**config.mk**
```make
export PLATFORM = sky130hd
export DESIGN_NAME = dig_regs
export DESIGN_NICKNAME = d
export VERILOG_FILES = /design/src/dig_pkg.sv /design/src/dig_regs.sv
export VERILOG_INCLUDE_DIRS = /design/src
export SDC_FILE = /design/constraint.sdc
export NUM_CORES = 1
export LEC_CHECK = 0
export BUFFER_PORTS_ARGS = -buffer_cell sky130_fd_sc_hd__buf_2
export CAP_MARGIN = 10
export CORE_UTILIZATION = 63
export DETAILED_ROUTE_END_ITERATION = 6
export GPL_TIMING_DRIVEN = 1
export PLACE_DENSITY = 0.81
export SYNTH_ARGS = -nofsm -noshare
export SYNTH_HDL_FRONTEND = slang
export SYNTH_SLANG_ARGS = --single-unit
```
**constraint.sdc**
```tcl
create_clock -name ref_clk_in -period 5.99 [get_ports ref_clk_in]
set_input_delay 1.198 -clock ref_clk_in [delete_from_list [all_inputs] [get_ports ref_clk_in]]
set_output_delay 1.198 -clock ref_clk_in [all_outputs]
set_load 0.03 [all_outputs]
```
**src/dig_defines.svh**
```systemverilog
`ifndef DIG_DEFINES_SVH
`define DIG_DEFINES_SVH

// register subaddresses
`define DIG_SYNC_CONTROL_ADDR 8'h0e
`define DIG_LOOP_CLOCK_CONTROL_ADDR 8'h0f
`define DIG_LINE_PERIOD_LOW_ADDR 8'h10
`define DIG_LINE_PERIOD_HIGH_ADDR 8'h11
`define DIG_FRAME_PERIOD_LOW_ADDR 8'h12
`define DIG_FRAME_PERIOD_HIGH_ADDR 8'h13
`define DIG_LIVE_STEP_BYTE0_ADDR 8'h14
`define DIG_LIVE_STEP_BYTE1_ADDR 8'h15
`define DIG_LIVE_STEP_BYTE2_ADDR 8'h16
`define DIG_LIVE_STEP_BYTE3_ADDR 8'h17
`define DIG_LIVE_STEP_BYTE4_ADDR 8'h18
`define DIG_SYNC_PRESENCE_STATUS_ADDR 8'h19
`define DIG_CLAMP_CONTROL_ADDR 8'h20
`define DIG_CLAMP_BEGIN_LOW_ADDR 8'h21
`define DIG_CLAMP_BEGIN_HIGH_ADDR 8'h22
`define DIG_CLAMP_END_LOW_ADDR 8'h23
`define DIG_CLAMP_END_HIGH_ADDR 8'h24
`define DIG_CHAN1_CLAMP_LEVEL_ADDR 8'h25
`define DIG_CHAN1_COARSE_GAIN_ADDR 8'h26
`define DIG_CHAN1_FINE_GAIN_ADDR 8'h27
`define DIG_CHAN2_CLAMP_LEVEL_ADDR 8'h28

// field positions
`define DIG_PHASE_DETECTOR_OFF_BIT 5
`define DIG_CONVERTER_CLOCK_SOURCE_BIT 4
`define DIG_SECOND_ADC_CLOCK_INVERT_BIT 3
`define DIG_SECOND_ADC_CLOCK_HALVE_BIT 2
`define DIG_SYNTH_CLOCK_OUT_INVERT_BIT 1
`define DIG_SYNTH_CLOCK_OUT_HALVE_BIT 0
`define DIG_LINE_SYNC_POLARITY_BIT 3
`define DIG_CLAMP_TIMING_SOURCE_BIT 6

// reset values
`define DIG_LOOP_CLOCK_CONTROL_RST 8'h20
`define DIG_SYNC_CONTROL_RST 8'h00
`define DIG_CLAMP_CONTROL_RST 8'h2a
`define DIG_CLAMP_BEGIN_RST 12'h002
`define DIG_CLAMP_END_RST 12'h040
`define DIG_CLAMP_LEVEL_RST 8'h80
`define DIG_COARSE_GAIN_RST 6'h20
`define DIG_FINE_GAIN_RST 5'h10

// loop and timing constants
`define DIG_NOMINAL_STEP 33'h0ba2e8a16
`define DIG_LOOP_GAIN 33'h000010000
`define DIG_LINE_TOTAL 12'h400
`define DIG_NOSYNC_CYCLES 12'hfff
`define DIG_DEVICE_ADDR 7'h20

`endif

```
**src/dig_pkg.sv**
```systemverilog
package dig_pkg;
`include "dig_defines.svh"

   typedef enum logic [3:0] {
      DIG_IDLE, DIG_ADDR, DIG_AACK, DIG_SUB, DIG_SACK, DIG_WDATA, DIG_WACK, DIG_RDATA, DIG_MACK
   } dig_i2c_t;

   typedef struct packed {
      logic scl_q;
      logic sda_q;
      dig_i2c_t i2c;
      logic [3:0] bits;
      logic [7:0] shift;
      logic [7:0] sub;
      logic nack;
      logic sda_oe;
      logic [7:0] loop_ctl;
      logic [7:0] sync_ctl;
      logic [7:0] clamp_ctl;
      logic [11:0] clamp_begin;
      logic [11:0] clamp_end;
      logic [7:0] c1_level;
      logic [7:0] c2_level;
      logic [5:0] c1_coarse;
      logic [4:0] c1_fine;
      logic hs_prev;
      logic vs_prev;
      logic [11:0] pix;
      logic [11:0] lines;
      logic [11:0] line_period;
      logic [11:0] frame_period;
      logic [11:0] nosync_cnt;
      logic missing;
      logic [11:0] snap_line;
      logic [11:0] snap_frame;
      logic [32:0] snap_step;
      logic snap_missing;
      logic [32:0] step;
      logic [32:0] acc;
      logic [11:0] fb;
      logic synth;
      logic prim;
      logic half2;
      logic half3;
      logic second;
      logic synth_out;
      logic clamp_int;
      logic [2:0] clamp;
   } dig_state_t;

endpackage : dig_pkg

```
**src/dig_regs.sv**
```systemverilog
`timescale 1ns/1ps
// What this block does
// - phase detector off holds the synthesizer step at nominal; on, it tracks line sync
// - converter clock source bit picks synthesized clock (0) or external clock pin (1)
// - second converter clock equals primary clock, or its inverse when invert bit set
// - second converter clock halve bit divides its source by two
// - synthesizer clock output inverted when its invert bit is set
// - synthesizer clock output halve bit divides it by two
// - count pixel clocks between active line syncs, 12 bits, load at each edge
// - host reads of live counters never return torn values
// - count lines between active frame syncs, 12 bits, load at each frame edge
// - expose current 33-bit step over five read-only bytes, bit 32 in fifth
// - status bit reads 0 with line sync present, 1 when missing
// - clamp timing source bit picks internal pulse (0) or external input (1)
// - per-channel clamp enable bit, default on
// - per-channel clamp range bit, 1 middle, 0 bottom default
// - 12-bit clamp begin pixel, reset 0x2, unused with external timing
// - 12-bit clamp end pixel, reset 0x40, ignored with external timing
// - 8-bit clamp level for channels 1 and 2 only, reset 0x80
// - 6-bit coarse gain in bits 5..0, reset 0x20
// - 5-bit fine gain in bits 4..0, reset 0x10
// - line sync active edge follows polarity bit: 0 positive, 1 negative
module dig_regs
   import dig_pkg::*;
(
   input wire logic ref_clk_in,
   input wire logic rst_in,
   input wire logic i2c_scl_in,
   input wire logic i2c_sda_in,
   output logic i2c_sda_out,
   output logic i2c_sda_oe_out,
   input wire logic line_sync_in,
   input wire logic frame_sync_in,
   input wire logic external_converter_clock_in,
   input wire logic ext_clamp_in,
   output logic primary_converter_clock_out,
   output logic second_converter_clock_out,
   output logic synth_clock_out,
   output logic [2:0] chan_clamp_out,
   output logic [2:0] chan_clamp_range_out,
   output logic [7:0] chan1_clamp_level_value_out,
   output logic [5:0] chan1_coarse_gain_value_out,
   output logic [4:0] chan1_fine_gain_value_out,
   output logic [7:0] chan2_clamp_level_value_out
);

   dig_state_t q;
   dig_state_t n;

   logic scl_rise;
   logic scl_fall;
   logic i2c_start;
   logic i2c_stop;
   logic hs_lvl;
   logic hs_edge;
   logic vs_edge;
   logic synth_rise;
   logic prim_rise;

   // read mux; counters come from the snapshot taken when the read began
   function automatic logic [7:0] rd_byte(input dig_state_t s, input logic [7:0] a);
      logic [7:0] r;
      r = 8'h00;
      case (a)
         `DIG_SYNC_CONTROL_ADDR: r = s.sync_ctl;
         `DIG_LOOP_CLOCK_CONTROL_ADDR: r = s.loop_ctl;
         `DIG_LINE_PERIOD_LOW_ADDR: r = s.snap_line[7:0];
         `DIG_LINE_PERIOD_HIGH_ADDR: r = {4'h0, s.snap_line[11:8]};
         `DIG_FRAME_PERIOD_LOW_ADDR: r = s.snap_frame[7:0];
         `DIG_FRAME_PERIOD_HIGH_ADDR: r = {4'h0, s.snap_frame[11:8]};
         `DIG_LIVE_STEP_BYTE0_ADDR: r = s.snap_step[7:0];
         `DIG_LIVE_STEP_BYTE1_ADDR: r = s.snap_step[15:8];
         `DIG_LIVE_STEP_BYTE2_ADDR: r = s.snap_step[23:16];
         `DIG_LIVE_STEP_BYTE3_ADDR: r = s.snap_step[31:24];
         `DIG_LIVE_STEP_BYTE4_ADDR: r = {7'h00, s.snap_step[32]};
         `DIG_SYNC_PRESENCE_STATUS_ADDR: r = {7'h00, s.snap_missing};
         `DIG_CLAMP_CONTROL_ADDR: r = {1'b0, s.clamp_ctl[6:0]};
         `DIG_CLAMP_BEGIN_LOW_ADDR: r = s.clamp_begin[7:0];
         `DIG_CLAMP_BEGIN_HIGH_ADDR: r = {4'h0, s.clamp_begin[11:8]};
         `DIG_CLAMP_END_LOW_ADDR: r = s.clamp_end[7:0];
         `DIG_CLAMP_END_HIGH_ADDR: r = {4'h0, s.clamp_end[11:8]};
         `DIG_CHAN1_CLAMP_LEVEL_ADDR: r = s.c1_level;
         `DIG_CHAN1_COARSE_GAIN_ADDR: r = {2'h0, s.c1_coarse};
         `DIG_CHAN1_FINE_GAIN_ADDR: r = {3'h0, s.c1_fine};
         `DIG_CHAN2_CLAMP_LEVEL_ADDR: r = s.c2_level;
         default: r = 8'h00;
      endcase
      return r;
   endfunction : rd_byte

   assign scl_rise = i2c_scl_in & ~q.scl_q;
   assign scl_fall = ~i2c_scl_in & q.scl_q;
   assign i2c_start = i2c_scl_in & q.scl_q & q.sda_q & ~i2c_sda_in;
   assign i2c_stop = i2c_scl_in & q.scl_q & ~q.sda_q & i2c_sda_in;
   assign hs_lvl = line_sync_in ^ q.sync_ctl[`DIG_LINE_SYNC_POLARITY_BIT];
   assign hs_edge = hs_lvl & ~q.hs_prev;
   assign vs_edge = frame_sync_in & ~q.vs_prev;

   always_comb begin
      n = q;
      n.scl_q = i2c_scl_in;
      n.sda_q = i2c_sda_in;

      // serial slave
      if (i2c_start) begin
         n.i2c = DIG_ADDR;
         n.bits = 4'h0;
         n.sda_oe = 1'b0;
      end else if (i2c_stop) begin
         n.i2c = DIG_IDLE;
         n.sda_oe = 1'b0;
      end else if (scl_rise) begin
         unique case (q.i2c)
            DIG_ADDR, DIG_SUB, DIG_WDATA: begin
               n.shift = {q.shift[6:0], i2c_sda_in};
               n.bits = q.bits + 4'h1;
            end
            DIG_RDATA: n.bits = q.bits + 4'h1;
            DIG_MACK: n.nack = i2c_sda_in;
            default: n.bits = q.bits;
         endcase
      end else if (scl_fall) begin
         unique case (q.i2c)
            DIG_ADDR: begin
               if (q.bits == 4'h8) begin
                  if (q.shift[7:1] == `DIG_DEVICE_ADDR) begin
                     n.sda_oe = 1'b1;
                     n.nack = q.shift[0];
                     n.i2c = DIG_AACK;
                     if (q.shift[0]) begin
                        n.snap_line = q.line_period;
                        n.snap_frame = q.frame_period;
                        n.snap_step = q.step;
                        n.snap_missing = q.missing;
                     end
                  end else begin
                     n.i2c = DIG_IDLE;
                  end
               end
            end
            DIG_AACK: begin
               n.bits = 4'h0;
               if (q.nack) begin
                  n.i2c = DIG_RDATA;
                  n.shift = rd_byte(q, q.sub);
                  n.sda_oe = ~n.shift[7];
                  n.nack = 1'b0;
               end else begin
                  n.i2c = DIG_SUB;
                  n.sda_oe = 1'b0;
               end
            end
            DIG_SUB: begin
               if (q.bits == 4'h8) begin
                  n.sub = q.shift;
                  n.sda_oe = 1'b1;
                  n.i2c = DIG_SACK;
               end
            end
            DIG_SACK, DIG_WACK: begin
               n.sda_oe = 1'b0;
               n.bits = 4'h0;
               n.i2c = DIG_WDATA;
            end
            DIG_WDATA: begin
               if (q.bits == 4'h8) begin
                  n.sda_oe = 1'b1;
                  n.i2c = DIG_WACK;
                  n.sub = q.sub + 8'h01;
                  case (q.sub)
                     `DIG_SYNC_CONTROL_ADDR: n.sync_ctl = q.shift;
                     `DIG_LOOP_CLOCK_CONTROL_ADDR: n.loop_ctl = {2'h0, q.shift[5:0]};
                     `DIG_CLAMP_CONTROL_ADDR: n.clamp_ctl = {1'b0, q.shift[6:0]};
                     `DIG_CLAMP_BEGIN_LOW_ADDR: n.clamp_begin[7:0] = q.shift;
                     `DIG_CLAMP_BEGIN_HIGH_ADDR: n.clamp_begin[11:8] = q.shift[3:0];
                     `DIG_CLAMP_END_LOW_ADDR: n.clamp_end[7:0] = q.shift;
                     `DIG_CLAMP_END_HIGH_ADDR: n.clamp_end[11:8] = q.shift[3:0];
                     `DIG_CHAN1_CLAMP_LEVEL_ADDR: n.c1_level = q.shift;
                     `DIG_CHAN1_COARSE_GAIN_ADDR: n.c1_coarse = q.shift[5:0];
                     `DIG_CHAN1_FINE_GAIN_ADDR: n.c1_fine = q.shift[4:0];
                     `DIG_CHAN2_CLAMP_LEVEL_ADDR: n.c2_level = q.shift;
                     default: n.sub = q.sub + 8'h01;
                  endcase
               end
            end
            DIG_RDATA: begin
               if (q.bits == 4'h8) begin
                  n.sda_oe = 1'b0;
                  n.i2c = DIG_MACK;
                  n.sub = q.sub + 8'h01;
               end else begin
                  n.shift = {q.shift[6:0], 1'b0};
                  n.sda_oe = ~q.shift[6];
               end
            end
            DIG_MACK: begin
               n.bits = 4'h0;
               if (q.nack) begin
                  n.i2c = DIG_IDLE;
               end else begin
                  n.i2c = DIG_RDATA;
                  n.shift = rd_byte(q, q.sub);
                  n.sda_oe = ~n.shift[7];
               end
            end
            DIG_IDLE: n.sda_oe = 1'b0;
         endcase
      end

      // line and frame measurement
      n.hs_prev = hs_lvl;
      n.vs_prev = frame_sync_in;
      if (hs_edge) begin
         n.line_period = q.pix + 12'h001;
         n.pix = 12'h000;
         n.lines = q.lines + 12'h001;
         n.nosync_cnt = 12'h000;
         n.missing = 1'b0;
      end else begin
         n.pix = q.pix + 12'h001;
         if (q.nosync_cnt == `DIG_NOSYNC_CYCLES) begin
            n.missing = 1'b1;
         end else begin
            n.nosync_cnt = q.nosync_cnt + 12'h001;
         end
      end
      if (vs_edge) begin
         n.frame_period = n.lines;
         n.lines = 12'h000;
      end

      // synthesizer loop
      synth_rise = 1'b0;
      n.acc = q.acc + q.step;
      n.synth = n.acc[32];
      synth_rise = n.synth & ~q.synth;
      n.fb = hs_edge ? 12'h000 : q.fb + {11'h000, synth_rise};
      if (q.loop_ctl[`DIG_PHASE_DETECTOR_OFF_BIT]) begin
         n.step = `DIG_NOMINAL_STEP;
      end else if (hs_edge && (q.fb > `DIG_LINE_TOTAL)) begin
         n.step = q.step - `DIG_LOOP_GAIN;
      end else if (hs_edge && (q.fb < `DIG_LINE_TOTAL)) begin
         n.step = q.step + `DIG_LOOP_GAIN;
      end
      n.half3 = q.half3 ^ synth_rise;
      n.synth_out = (q.loop_ctl[`DIG_SYNTH_CLOCK_OUT_HALVE_BIT] ? n.half3 : n.synth)
                    ^ q.loop_ctl[`DIG_SYNTH_CLOCK_OUT_INVERT_BIT];
      n.prim = q.loop_ctl[`DIG_CONVERTER_CLOCK_SOURCE_BIT] ? external_converter_clock_in : n.synth;
      prim_rise = n.prim & ~q.prim;
      n.half2 = q.half2 ^ prim_rise;
      n.second = (q.loop_ctl[`DIG_SECOND_ADC_CLOCK_HALVE_BIT] ? n.half2 : n.prim)
                 ^ q.loop_ctl[`DIG_SECOND_ADC_CLOCK_INVERT_BIT];

      // clamp timing
      if (n.pix == q.clamp_begin) begin
         n.clamp_int = 1'b1;
      end else if (n.pix == q.clamp_end) begin
         n.clamp_int = 1'b0;
      end
      for (int i = 0; i < 3; i++) begin
         n.clamp[i] = q.clamp_ctl[5 - 2 * i] &
                      (q.clamp_ctl[`DIG_CLAMP_TIMING_SOURCE_BIT] ? ext_clamp_in : n.clamp_int);
      end
   end

   always_ff @(posedge ref_clk_in) begin
      if (rst_in) begin
         q <= '0;
         q.scl_q <= 1'b1;
         q.sda_q <= 1'b1;
         q.i2c <= DIG_IDLE;
         q.loop_ctl <= `DIG_LOOP_CLOCK_CONTROL_RST;
         q.sync_ctl <= `DIG_SYNC_CONTROL_RST;
         q.clamp_ctl <= `DIG_CLAMP_CONTROL_RST;
         q.clamp_begin <= `DIG_CLAMP_BEGIN_RST;
         q.clamp_end <= `DIG_CLAMP_END_RST;
         q.c1_level <= `DIG_CLAMP_LEVEL_RST;
         q.c2_level <= `DIG_CLAMP_LEVEL_RST;
         q.c1_coarse <= `DIG_COARSE_GAIN_RST;
         q.c1_fine <= `DIG_FINE_GAIN_RST;
         q.missing <= 1'b1;
         q.snap_missing <= 1'b1;
         q.step <= `DIG_NOMINAL_STEP;
      end else begin
         q <= n;
      end
   end

   assign i2c_sda_out = 1'b0;
   assign i2c_sda_oe_out = q.sda_oe;
   assign primary_converter_clock_out = q.prim;
   assign second_converter_clock_out = q.second;
   assign synth_clock_out = q.synth_out;
   assign chan_clamp_out = q.clamp;
   assign chan_clamp_range_out = {q.clamp_ctl[0], q.clamp_ctl[2], q.clamp_ctl[4]};
   assign chan1_clamp_level_value_out = q.c1_level;
   assign chan1_coarse_gain_value_out = q.c1_coarse;
   assign chan1_fine_gain_value_out = q.c1_fine;
   assign chan2_clamp_level_value_out = q.c2_level;
endmodule : dig_regs

```
# --- Word level (Yosys, flattened, before mapping) ---
# Index checks and enable logic that the tools add are counted.
# W data, S select, Z words.
word_totals:
  ramBits: 0
  regBits: 309
  latch_bits: 0
  mem_bits_ro: 0
  output_inout_bits: 38
  in_bits: 8
  memories: 0
  elab_cells: 257
op_classes:
  n_eq_ne: 54
  add_sub_neg: 9
  shifts: 0
  n_bitwise: 33
  div: 0
  magnitude_cmp: 2
  n_reduce_logical: 43
  multipliers: 0
  mux: 73
ops:
  columns: ["cell", "n"]
  rows:
  - ["$mux W8", 24]
  - ["$pmux W8 S21", 1]
  - ["$reduce_and A7 Y1", 16]
  - ["$mux W98", 1]
  - ["$eq A8 B5 Y1 const B", 10]
  - ["$mux W76", 1]
  - ["$mux W75", 1]
  - ["$eq A8 B6 Y1 const B", 9]
  - ["$mux W33", 2]
  - ["$add A12 B1 Y12 const B", 3]
  - ["$add A33 B17 Y33 const B", 1]
  - ["$add A33 B33 Y33", 1]
  - ["$sub A33 B17 Y33 const B", 1]
  - ["$mux W4", 8]
  - ["$pmux W4 S7", 1]
  - ["$eq A12 B12 Y1", 2]
  - ["$mux W12", 2]
  - ["$mux W24", 1]
  - ["$pmux W8 S3", 1]
  - ["$mux W21", 1]
  - ["$eq A4 B3 Y1 const B", 4]
  - ["$eq A8 B4 Y1 const B", 2]
  - ["$mux W1", 16]
  - ["$ne A4 B4 Y1 const B", 4]
  - ["other kinds (37)", 101]

# --- Longest topological paths before layout ---
# Gate-level depths: netlist of run 1.
depth:
  depth_word: 15
  mapped_depth: 15
  mapped_depth_nobuf: 15

# --- Worst setup path after synthesis of run 1 ---
# OpenSTA, ideal clock, no wires.
synth_path:
  path_type: "input to register"
  startpoint: "input line_sync_in"
  endpoint: "register q[86] in the netlist's numbering"
  required_ns: 5.927
  arrival_ns: 4.575
  setup_ns: 0.063
  stages: 15
  path_buffers: 2
  slack_ns: 1.352
  cell_sequence: "xnor2_1 > or2_1 > clkbuf_1 > buf_2 > or3_1 > inv_1 > ha_1 > a21o_1 > a21oi_1 > o21ai_0 > a31oi_1 > o21bai_1 > a31o_2 > a2111oi_0 > nand3b_1"
synth_between:
  elab_chain_cells: 4
  elab_cells_between_ends: 6
  classes_between: "mux (1); bitwise (2); reduce/logical (3)"
synth_rtl:
  columns: ["item", "line_no", "rtl"]
  rows:
  - ["from (decl)", "dig_regs.sv:32", "input wire logic line_sync_in,"]
  - ["$xor A1 B1 Y1 *", "dig_regs.sv:95", "assign hs_lvl = line_sync_in ^ q.sync_ctl[`DIG_LINE_SYNC_POLARITY_BIT];"]
  - ["$and A1 B1 Y1 *", "dig_regs.sv:96", "assign hs_edge = hs_lvl & ~q.hs_prev;"]
  - ["$logic_and A1 B1 Y1 (on tied branches)", "dig_regs.sv:240, dig_regs.sv:242", null]
  - ["$mux W33 / $reduce_bool A2 Y1 (equally long branches)", null, null]
  - ["to (signal assigned)", "dig_regs.sv:285", "q <= n;"]
  - ["to (decl)", "dig_regs.sv:47", "dig_state_t q;"]
# Mark *: on every way between the ends. The rest lies on a longest branch, timed or not.
# A chain may end at the register's enable or synchronous reset.

# --- Final worst setup path of run 1 ---
# Same ends and word-level chain as after synthesis.

==> qor.txt, run 1 <==
Routed WL per cell: 18.2 µm
Post-synth ARST share: 0%
Pre-Repair DR Iteration Count: 6
Antenna Cells: 0
Num CTS Buffers: 29
Internal: 3.16 mW
CP max stage cell: or3_1
Leading cell type in the layout, fill and taps excluded: dfxtp_1
Period utilisation layout: 74.9%
Sequential fraction of the synthesis area: 38.3%
Fin crit period: 4480 ps
Worst-Skew Late Latency: 560 ps
Largest net degree at the start of global routing: 96
Crit Path Category: primary input to flop
Post-route DRC violation count: 0
Peak VDD IR: 0.259 mV
CP startpoint kind: primary input
Synth Warn #: 0
Max-Cap Viols: 0
Dpl hpwl: 25200 µm
Crit path max fanout: 15
Core footprint: 22600 µm²
Fraction of layout cells with a size suffix above 1: 7.53%
CTS Buffer Depth: 3
Status: complete, no violations
CP Capture Type: flop
Synth top area share: 38.3%
Final net count: 1788
Post-Syn Nets: 1839
Crit path from: line_sync_in
Vias: 12800
Final Power: 4.22 mW
Top-Level Pins: 46
Slew HR: 16.4%
Via count of the first global-routing pass: 11800
Cell Area, Synth: 14400 µm²
Actual slew at the worst max-slew pin: 1250 ps
Worst-path clk slew: 60 ps
First-pass GRT wire length: 60500 µm
Setup TNS: 0 ps
Most frequent cells in the layout: 276 x dfxtp_1, 227 x nand2_1, 220 x nor2_1
Port Buffers: 44
Worst Hold Class: flop to flop
Cell taking the most area after synthesis: dfxtp_1
Arrival @ worst endpoint: 4970 ps
Synth top area cells: dfxtp_1 38%, nand2_1 5.9%, nor2_1 5.8%
Prevailing post-synth register cell: dfxtp_1
Sw Pwr: 1.06 mW
Sequential cell fraction of total power: 46.3%
Worst Skew: 24.1 ps
Cells after DPL: 1986
Cell variety after synth: 84
Number of flops mapped to enable cells by yosys: 0
Vias/cell: 6.27
Min-Delay Startpoint: q[175]$_SDFFE_PP0N_
H-tree depth: 1
Non-filler cells, final: 2038
Clock power share: 43.1%
Gpl congestion: 0.958
WHS: 434 ps
Avg Inst Size Synth: 8.09 µm²
Final Max Slew Viols: 0
CP max stage delay: 440 ps
DRT iter0 DRCs: 1160
Post-CTS sizing: 0
Antenna viol nets, final: 0
GR Util All Layers: 31.2%
GRT overflow: 0
FF-to-FF Start: q[271]$_SDFFE_PP0P_
Max Fclk: 0.223 GHz
Die X: 153 µm
RSZ-0062 raised after global routing: no
CP Cell Sequence: buf_2 -> xnor2_1 -> or2_1 -> or3_1 -> inv_1 -> ha_1 -> a21o_1 -> a21oi_1 -> o21ai_0 -> a31oi_1 -> o21bai_1 -> a31o_2 -> a2111oi_0 -> nand3b_1
Leakage: 5.91 nW
Die Y: 153 µm
Switch share: 25.1%
Seq cells post-synth: 276
Row cnt: 55
PD cells: 274 nW/µm²
Starting Density: 63.9%
Clock Tree Root: clkbuf_16
Final WL: 37100 µm
Synthesized instance count: 1783
Post-CTS Hold Fix Bufs: 0
Setup bufs post-CTS: 0
Initial antenna violation count: 0
CTS tree: yes
Die area: 23500 µm²
Final instance area: 15400 µm²
Synth-to-Final Area Change: 6.82%
Req. time, crit path: 6470 ps
Final setup viols: 0
Placed Instance Area: 14400 µm²
Final hold vios: 0
Part of the power in combinational logic: 10.5%
CTS sink cnt: 276
==> metrics by stage <==
step / util [%] / worst slack (ps)
after floorplan: - / 1350
after global placement: 64.0 / 1080
after detailed placement: 64.0 / 1010
after CTS: 68.3 / 1550
after global routing: 68.3 / 1230
final: 68.3 / 1510
==> path summary, 6_finish.rpt <==
| kind | cells past startpoint | slack (ps) | to |
|---|---|---|---|
| worst min-delay path | 2 | 430 | q[138]$_SDFFE_PP0P_ |
| worst min register to register | 2 | 430 | q[138]$_SDFFE_PP0P_ |
| worst max register to register | 13 | 1860 | q[86]$_SDFFE_PP1P_ |
| worst max-delay path | 14 | 1510 | q[86]$_SDFFE_PP1P_ |
==> registers in the layout, summed over array words and instances, names as in the netlist <==
register	cells
q	239
chan1_clamp_level_value_out	8
chan2_clamp_level_value_out	8
chan1_coarse_gain_value_out	6
chan1_fine_gain_value_out	5
chan_clamp_out	3
chan_clamp_range_out	3
i2c_sda_oe_out	1
primary_converter_clock_out	1
second_converter_clock_out	1
synth_clock_out	1
==> layer usage <==
layer | share of wire [%] | up-vias | global-route usage, %
met5 | 0 | - | 0
met4 | 3.6 | 0 | 12.0
met3 | 7.3 | 97 | 3.69
met2 | 45 | 532 | 50.2
met1 | 44 | 5976 | 42.9
li1 | - | 6182 | -
==> cells by family after synthesis <==
kind of cell	count (synthesis)	share of synthesized area [%]
AO/OA/AOI/OAI	418	19.0
XOR/XNOR	83	5.13
adder cells (fa/ha/maj)	48	4.22
buffers and inverters	184	5.92
flip-flops	276	38.3
multiplexers	74	5.20
other	1	0.0260
AND/OR/NAND/NOR	699	22.2
==> final cells by class <==
| cell class | count | area (µm²) |
|---|---|---|
| clock buffers | 41 | 821 |
| clock inverters | 11 | 141 |
| fillers | 1844 | 7160 |
| inverters | 44 | 165 |
| multi-input cells | 1323 | 8070 |
| flip-flops and latches | 276 | 5530 |
| well taps | 285 | 357 |
| repair buffers | 58 | 328 |
==> cell usage after synthesis, drive strengths merged, types with 13 or more instances <==
master and count:
nand2b 16, clkbuf 84, inv 44, nand4 21, a22oi 19, nor2b 17
nand3 68, mux2i 67, xor2 42, or3 13, nor2 222, o21ai 63
a21oi 144, ha 47, buf 56, xnor2 40, and2 13, o22ai 14
nand2 227, nor3 41, a211oi 27, dfxtp 276, a21o 14
==> power groups by stage <==
stage                     logic [mW]  clock network (mW)  registers (mW)
after detailed placement       0.435                   0            1.99
after global placement         0.423                   0            1.99
after floorplan                0.344                   0            1.99
after global routing           0.495                1.91            1.96
final                          0.444                1.82            1.95
after CTS                      0.441                1.83            1.95
==> worst max-delay path, delay by kind of cell <==
| family | cells | cell delay, ps |
|---|---|---|
| buf+inv | 2 | 530 |
| compound gates | 7 | 1730 |
| simple gates | 3 | 920 |
| xor+xnor | 1 | 240 |
| fa+ha+maj | 1 | 330 |
Note: power is estimated with default switching activity, not from simulation.
==> run 2, diff against run 1 <==
==> constraint.sdc (replaced) <==
create_clock -name ref_clk_in -period 4.7 [get_ports ref_clk_in]
set_input_delay 0.94 -clock ref_clk_in [delete_from_list [all_inputs] [get_ports ref_clk_in]]
set_output_delay 0.94 -clock ref_clk_in [all_outputs]
set_load 0.03 [all_outputs]
==> run 2 against run 1 <==
Effect of this change: the flow now finishes with violations (DRC); core utilization rose by 0.33 points; clock power up 32%; sequential cell count is the same; hold slack better by 9.6 ps; sequential power is 28% higher; setup slack lost 740 ps; global-route usage rose by 0.27 points; clock-buffer cell count is 4 lower; routed wire length is 0.63% higher; combinational power up 27%; clock skew shrank 6.8 ps; final cell count increased by 0.25%; critical path type unchanged; critical endpoint unchanged.
==> qor.txt, run 2 (same netlist as run 1, synthesis figures left out) <==
Status: complete, but fails checks
Failing checks: DRC
Leakage: 5.96 nW (+0.95%)
Pre-Repair DR Iteration Count: 7 (+1)
Gpl congestion: 0.962 (+0.48%)
Setup bufs post-CTS: 0 (unchanged)
Die X: 153 µm (unchanged)
Die area: 23500 µm² (unchanged)
Post-CTS Hold Fix Bufs: 0 (unchanged)
GRT overflow: 0 (unchanged)
Vias/cell: 6.34 (+1.1%)
CTS sink cnt: 276 (unchanged)
Final instance area: 15500 µm² (+0.48%)
Row cnt: 55 (unchanged)
Sw Pwr: 1.35 mW (+28%)
Fin crit period: 3940 ps
Max Fclk: 0.254 GHz
Worst-path clk slew: 60 ps (about the same)
Worst-Skew Late Latency: 560 ps (about the same)
Top-Level Pins: 46 (unchanged)
Vias: 13000 (+1.3%)
Worst Hold Class: flop to flop
Final WL: 37300 µm (+0.63%)
Non-filler cells, final: 2043 (+0.25%)
First-pass GRT wire length: 61000 µm (+0.92%)
DRT iter0 DRCs: 1266 (+9.1%)
Initial antenna violation count: 0 (unchanged)
CTS tree: yes
Max-Cap Viols: 0 (unchanged)
Peak VDD IR: 0.322 mV (+24%)
Period utilisation layout: 83.8%
PD cells: 352 nW/µm² (+29%)
Util after Layout: 68.6% (+0.33 points)
Part of the power in combinational logic: 10.3% (-0.2 points)
Largest net degree at the start of global routing: 79 (-18%)
CP Capture Type: flop
Fraction of layout cells with a size suffix above 1: 7.96% (+0.43 points)
Num CTS Buffers: 28 (-3.4%)
Synth-to-Final Area Change: 7.33%
Actual slew at the worst max-slew pin: 978 ps (-269 ps)
Core footprint: 22600 µm² (unchanged)
Leading cell type in the layout, fill and taps excluded: dfxtp_1
Top reg by flops: q
Routed WL per cell: 18.3 µm (+0.38%)
Max reg flops: 239 (unchanged)
Dpl hpwl: 25900 µm (+2.7%)
Via count of the first global-routing pass: 11800 (-0.12%)
Die Y: 153 µm (unchanged)
Antenna Cells: 0 (unchanged)
Port Buffers: 44 (unchanged)
Internal: 4.10 mW (+30%)
Switch share: 24.8% (-0.26 points)
Placed Instance Area: 14500 µm² (+0.26%)
Post-CTS sizing: 0 (unchanged)
Slew HR: 34.7% (+18 points)
Req. time, crit path: 5190 ps (-1280 ps)
H-tree depth: 1 (unchanged)
Clock power share: 44.0% (+0.9 points)
Crit path max fanout: 7 (-8)
Most frequent cells in the layout: 276 x dfxtp_1, 227 x nand2_1, 220 x nor2_1
CTS Buffer Depth: 3 (unchanged)
Starting Density: 63.9% (unchanged)
Final net count: 1792 (+0.22%)
Crit Path Category: primary input to flop
Sequential cell fraction of total power: 45.6% (-0.7 points)
Cells after DPL: 1991 (+0.25%)
Clock Tree Root: clkbuf_16
Setup TNS: 0 ps (unchanged)
Arrival @ worst endpoint: 4430 ps (-540 ps)
Worst Skew: 17.3 ps (-6.80 ps)
RSZ-0062 raised after global routing: no
Final setup viols: 0 (unchanged)
Post-route DRC violation count: 7 (+7)
Antenna viol nets, final: 0 (unchanged)
Final Max Slew Viols: 0 (unchanged)
Final hold vios: 0 (unchanged)
GR Util All Layers: 31.5% (+0.27 points)
CP startpoint kind: primary input
## run 2: cell count changes in the layout (fill, tap and decap cells not counted)
cell,before,now
buf_4,15,20
clkinv_2,4,8
clkbuf_1,7,4
clkinv_8,0,1
bufinv_16,3,5
clkinv_4,1,0
clkbuf_16,29,28
clkinvlp_4,3,1
## run 2: cell type report
| type | instances | area, µm² |
|---|---|---|
| Multi-Input combinational cell | 1323 | 8070 |
| Tap cell | 285 | 357 |
| Inverter | 44 | 165 |
| Timing Repair Buffer | 63 | 365 |
| Sequential cell | 276 | 5530 |
| Fill cell | 1853 | 7090 |
| Clock buffer | 37 | 785 |
| Clock inverter | 15 | 214 |
## run 2: power groups by stage
stage / Combinational (mW) / Sequential, mW / Clock, mW
4_1_cts: 0.562 / 2.49 / 2.43
2_1_floorplan: 0.438 / 2.54 / 0
3_3_place_gp: 0.542 / 2.54 / 0
5_1_grt: 0.628 / 2.50 / 2.54
6_report: 0.564 / 2.49 / 2.40
3_5_place_dp: 0.556 / 2.54 / 0
## run 2: per-stage QoR
stage / hold WS, ps / setup WS (ps) / power [mW]
after global routing: 467 / 646 / 5.66
after detailed placement: 439 / 279 / 3.09
after floorplan: 414 / 320 / 2.98
after global placement: 426 / 459 / 3.08
final: 443 / 762 / 5.45
after CTS: 449 / 812 / 5.48
## run 2: final timing paths
kind / slack [ps] / end / depth (start not counted) / startpoint
min: 440 / q[23]$_SDFF_PP0_ / 1 / q[23]$_SDFF_PP0_
max: 760 / q[86]$_SDFFE_PP1P_ / 14 / line_sync_in
min reg2reg: 440 / q[23]$_SDFF_PP0_ / 1 / q[23]$_SDFF_PP0_
max reg2reg: 860 / q[86]$_SDFFE_PP1P_ / 13 / q[271]$_SDFFE_PP0P_
## run 2: per-layer routing
metal	routed length, µm	up-vias	GRT usage (%)	part of all wire (%)
met3	2750	92	3.97	7.4
met2	16900	527	51.4	45
met5	0	-	0	0
met1	16500	6122	42.7	44
met4	1190	0	11.1	3.2
li1	-	6215	-	-
## run 2: worst max-delay path: stages
cell	delay, ps
buf_2	110
xnor2_1	250
or2_1	300
or3_1	460
inv_1	140
ha_1	240
a21o_1	180
a21oi_1	260
o21ai_0	170
a31oi_1	350
o21bai_1	160
a31o_2	300
a2111oi_0	410
nand3b_1	160
==> run 3, diff against run 2 <==
--- a/config.mk
+++ b/config.mk
@@ -8,10 +8,10 @@
 export LEC_CHECK = 0
 export BUFFER_PORTS_ARGS = -buffer_cell sky130_fd_sc_hd__buf_2
 export CAP_MARGIN = 10
-export CORE_UTILIZATION = 63
+export CORE_UTILIZATION = 57
 export DETAILED_ROUTE_END_ITERATION = 6
 export GPL_TIMING_DRIVEN = 1
-export PLACE_DENSITY = 0.81
+export PLACE_DENSITY = 0.77
 export SYNTH_ARGS = -nofsm -noshare
 export SYNTH_HDL_FRONTEND = slang
 export SYNTH_SLANG_ARGS = --single-unit
==> constraint.sdc (replaced) <==
create_clock -name ref_clk_in -period 3.2 [get_ports ref_clk_in]
set_input_delay 0.64 -clock ref_clk_in [delete_from_list [all_inputs] [get_ports ref_clk_in]]
set_output_delay 0.64 -clock ref_clk_in [all_outputs]
set_load 0.03 [all_outputs]
==> run 3 against run 2 <==
Effect of this change: the run now ends clean; hold slack worse by 95 ps; clock power is 38% higher; clock-buffer cell count is 6 higher; via count is 1.6% higher; final cell count is 5.3% higher; setup slack worse by 710 ps; clock skew is 0.89 ps higher; global-route usage is 1.8 points lower; non-clock buffer count is 72 higher.
==> qor.txt, run 3 (same netlist as run 1, synthesis figures left out) <==
Crit-path most repeated cell: buf_4
CTS tree: yes
Crit path max fanout: 10 (+3)
Die Y: 161 µm (+5.1%)
Die X: 161 µm (+5.1%)
Worst Reg-to-Reg Cells: 16 (+3)
Cells after DPL: 2097 (+5.3%)
CTS sink cnt: 276 (unchanged)
Final hold vios: 0 (unchanged)
First-pass GRT wire length: 62800 µm (+2.9%)
Worst Hold Class: primary input to flop
Row cnt: 57 (+3.6%)
Fraction of layout cells with a size suffix above 1: 12.8% (+4.8 points)
Starting Density: 58.6% (-5.3 points)
Final Power: 7.92 mW (+45%)
Dpl hpwl: 27300 µm (+5.2%)
Routed WL per cell: 18.2 µm (-0.12%)
Gpl congestion: 0.993 (+3.2%)
Max reg flops: 239 (unchanged)
Die area: 26000 µm² (+10%)
Final instance area: 16200 µm² (+4.9%)
Max Fclk: 0.318 GHz
Crit Path Category: flop to flop
Fin crit period: 3150 ps
Reg2Reg Setup Slack: 50 ps (-810 ps)
Footprint of the multi-input gates: 8240 µm² (+2.1%)
Largest net degree at the start of global routing: 101 (+28%)
H-tree depth: 1 (unchanged)
Peak VDD IR: 0.378 mV (+18%)
Non-filler cells, final: 2152 (+5.3%)
GR Util All Layers: 29.7% (-1.8 points)
Most frequent cells in the layout: 276 x dfxtp_1, 227 x nand2_1, 220 x nor2_1
Top-Level Pins: 46 (unchanged)
CP startpoint kind: flop
Actual slew at the worst max-slew pin: 882 ps (-96.2 ps)
PD cells: 488 nW/µm² (+39%)
Pre-Repair DR Iteration Count: 7 (unchanged)
Max-Cap Viols: 0 (unchanged)
Setup TNS: 0 ps (unchanged)
Reg-to-Reg End: q[84]$_SDFFE_PP1P_
Antenna viol nets, final: 0 (unchanged)
Worst-path clk slew: 70 ps (about the same)
Antenna Cells: 0 (unchanged)
DRT iter0 DRCs: 1505 (+19%)
Final net count: 1865 (+4.1%)
Leading cell type in the layout, fill and taps excluded: dfxtp_1
Worst-Skew Late Latency: 550 ps (about the same)
WHS Endpoint: q[311]$_SDFF_PP1_
Status: complete, no violations
Placed Instance Area: 15100 µm² (+4.5%)
Final WL: 39300 µm (+5.2%)
CP Capture Type: flop
Min-Delay Startpoint: i2c_scl_in
CP max stage cell: dfxtp_1
Bufs and invs on worst path: 4 (+2)
Fill count: 2028 (+9.4%)
Period utilisation layout: 98.3%
Clock Tree Root: clkbuf_16
Vias/cell: 6.12 (-3.5%)
CP max stage delay: 350 ps (-110 ps)
CP Cell Sequence: nor4_2 -> nand2_1 -> nor4_2 -> buf_4 -> or3_4 -> inv_8 -> ha_1 -> buf_4 -> a21oi_2 -> o21ai_1 -> a31oi_2 -> o21bai_1 -> a31o_2 -> buf_4 -> xnor2_2 -> o21ai_1
Arrival @ worst endpoint: 3570 ps (-860 ps)
Post-route DRC violation count: 0 (-7)
Synth-to-Final Area Change: 12.6%
Final Max Slew Viols: 0 (unchanged)
FF-to-FF Start: q[11]$_SDFF_PP0_
RSZ-0062 raised after global routing: yes
Via count of the first global-routing pass: 12200 (+3.2%)
Port Buffers: 44 (unchanged)
Req. time, crit path: 3620 ps (-1570 ps)
Top reg by flops: q
Vias: 13200 (+1.6%)
Leakage: 6.32 nW (+6.0%)
Slew HR: 41.2% (+6.5 points)
Num CTS Buffers: 29 (+3.6%)
GRT overflow: 0 (unchanged)
Initial antenna violation count: 0 (unchanged)
CP top delay family: compound AO/OA/AOI/OAI gates
Worst Skew: 18.2 ps (+0.892 ps)
Reg area: 5530 µm² (unchanged)
Hold depth: 3 (+2)
CTS Buffer Depth: 3 (unchanged)
Final setup viols: 0 (unchanged)
Core footprint: 24600 µm² (+9.0%)
## run 3: cell types whose count changed in the layout (fill, tap and decap cells not counted), sizes merged
cell,delta
clkbuf,+6
bufinv,-4
buf,+72
clkinvlp,+1
clkinv,-5
## run 3: what timing repair did
action	CTS	global route
hold buffers	0	0
setup endpoints to repair	13	18
resized for setup	5	23
setup buffers	2	3
pin swaps	6	5
## run 3: metrics by stage
| step | hold WS [ps] | worst slack (ps) | utilization (%) |
|---|---|---|---|
| finish | 348 | 53.6 | 66.0 |
| global route | 376 | -105 | 66.0 |
| CTS | 340 | 5.29 | 65.5 |
| detailed placement | 430 | -276 | 61.5 |
| global placement | 428 | -272 | 61.5 |
| floorplan | 414 | -306 | - |
## run 3: worst register-to-register path, stage by stage, from the launching register on
cell,delay (ps)
dfxtp_1,350
nor4_2,300
nand2_1,110
nor4_2,200
buf_4,180
or3_4,170
inv_8,70
ha_1,300
buf_4,140
a21oi_2,150
o21ai_1,110
a31oi_2,190
o21bai_1,140
a31o_2,220
buf_4,150
xnor2_2,160
o21ai_1,90
## run 3: power breakdown
part	switching, mW	internal (mW)
Clock	1.38	1.94
Sequential	0.0931	3.56
Combinational	0.539	0.414
Total	2.01	5.91
## run 3: final cells by class
cell class	instances	share of cell area, %
Multi-Input combinational cell	1323	50.8
Sequential cell	276	34.0
Timing Repair Buffer	135	5.91
Clock buffer	43	5.35
Tap cell	324	2.50
Inverter	44	1.06
Clock inverter	7	0.401
## run 3: how the worst max path moves through the flow
stage,to,startpoint,cells past startpoint
3_3_place_gp,q[87]$_SDFFE_PP0P_,line_sync_in,14
4_1_cts,q[87]$_SDFFE_PP0P_,q[11]$_SDFF_PP0_,15
6_report,q[84]$_SDFFE_PP1P_,q[11]$_SDFF_PP0_,16
2_1_floorplan,q[86]$_SDFFE_PP1P_,line_sync_in,15
3_5_place_dp,q[86]$_SDFFE_PP1P_,line_sync_in,14
5_1_grt,q[84]$_SDFFE_PP1P_,q[11]$_SDFF_PP0_,16
## run 3: metal layers
| layer | vias to the layer above | global-route usage, % | share of wire [%] |
|---|---|---|---|
| li1 | 6344 | - | - |
| met1 | 6211 | 39.9 | 44 |
| met2 | 505 | 48.8 | 46 |
| met3 | 106 | 4.13 | 6.6 |
| met4 | 0 | 10.2 | 3.5 |
| met5 | - | 0 | 0 |
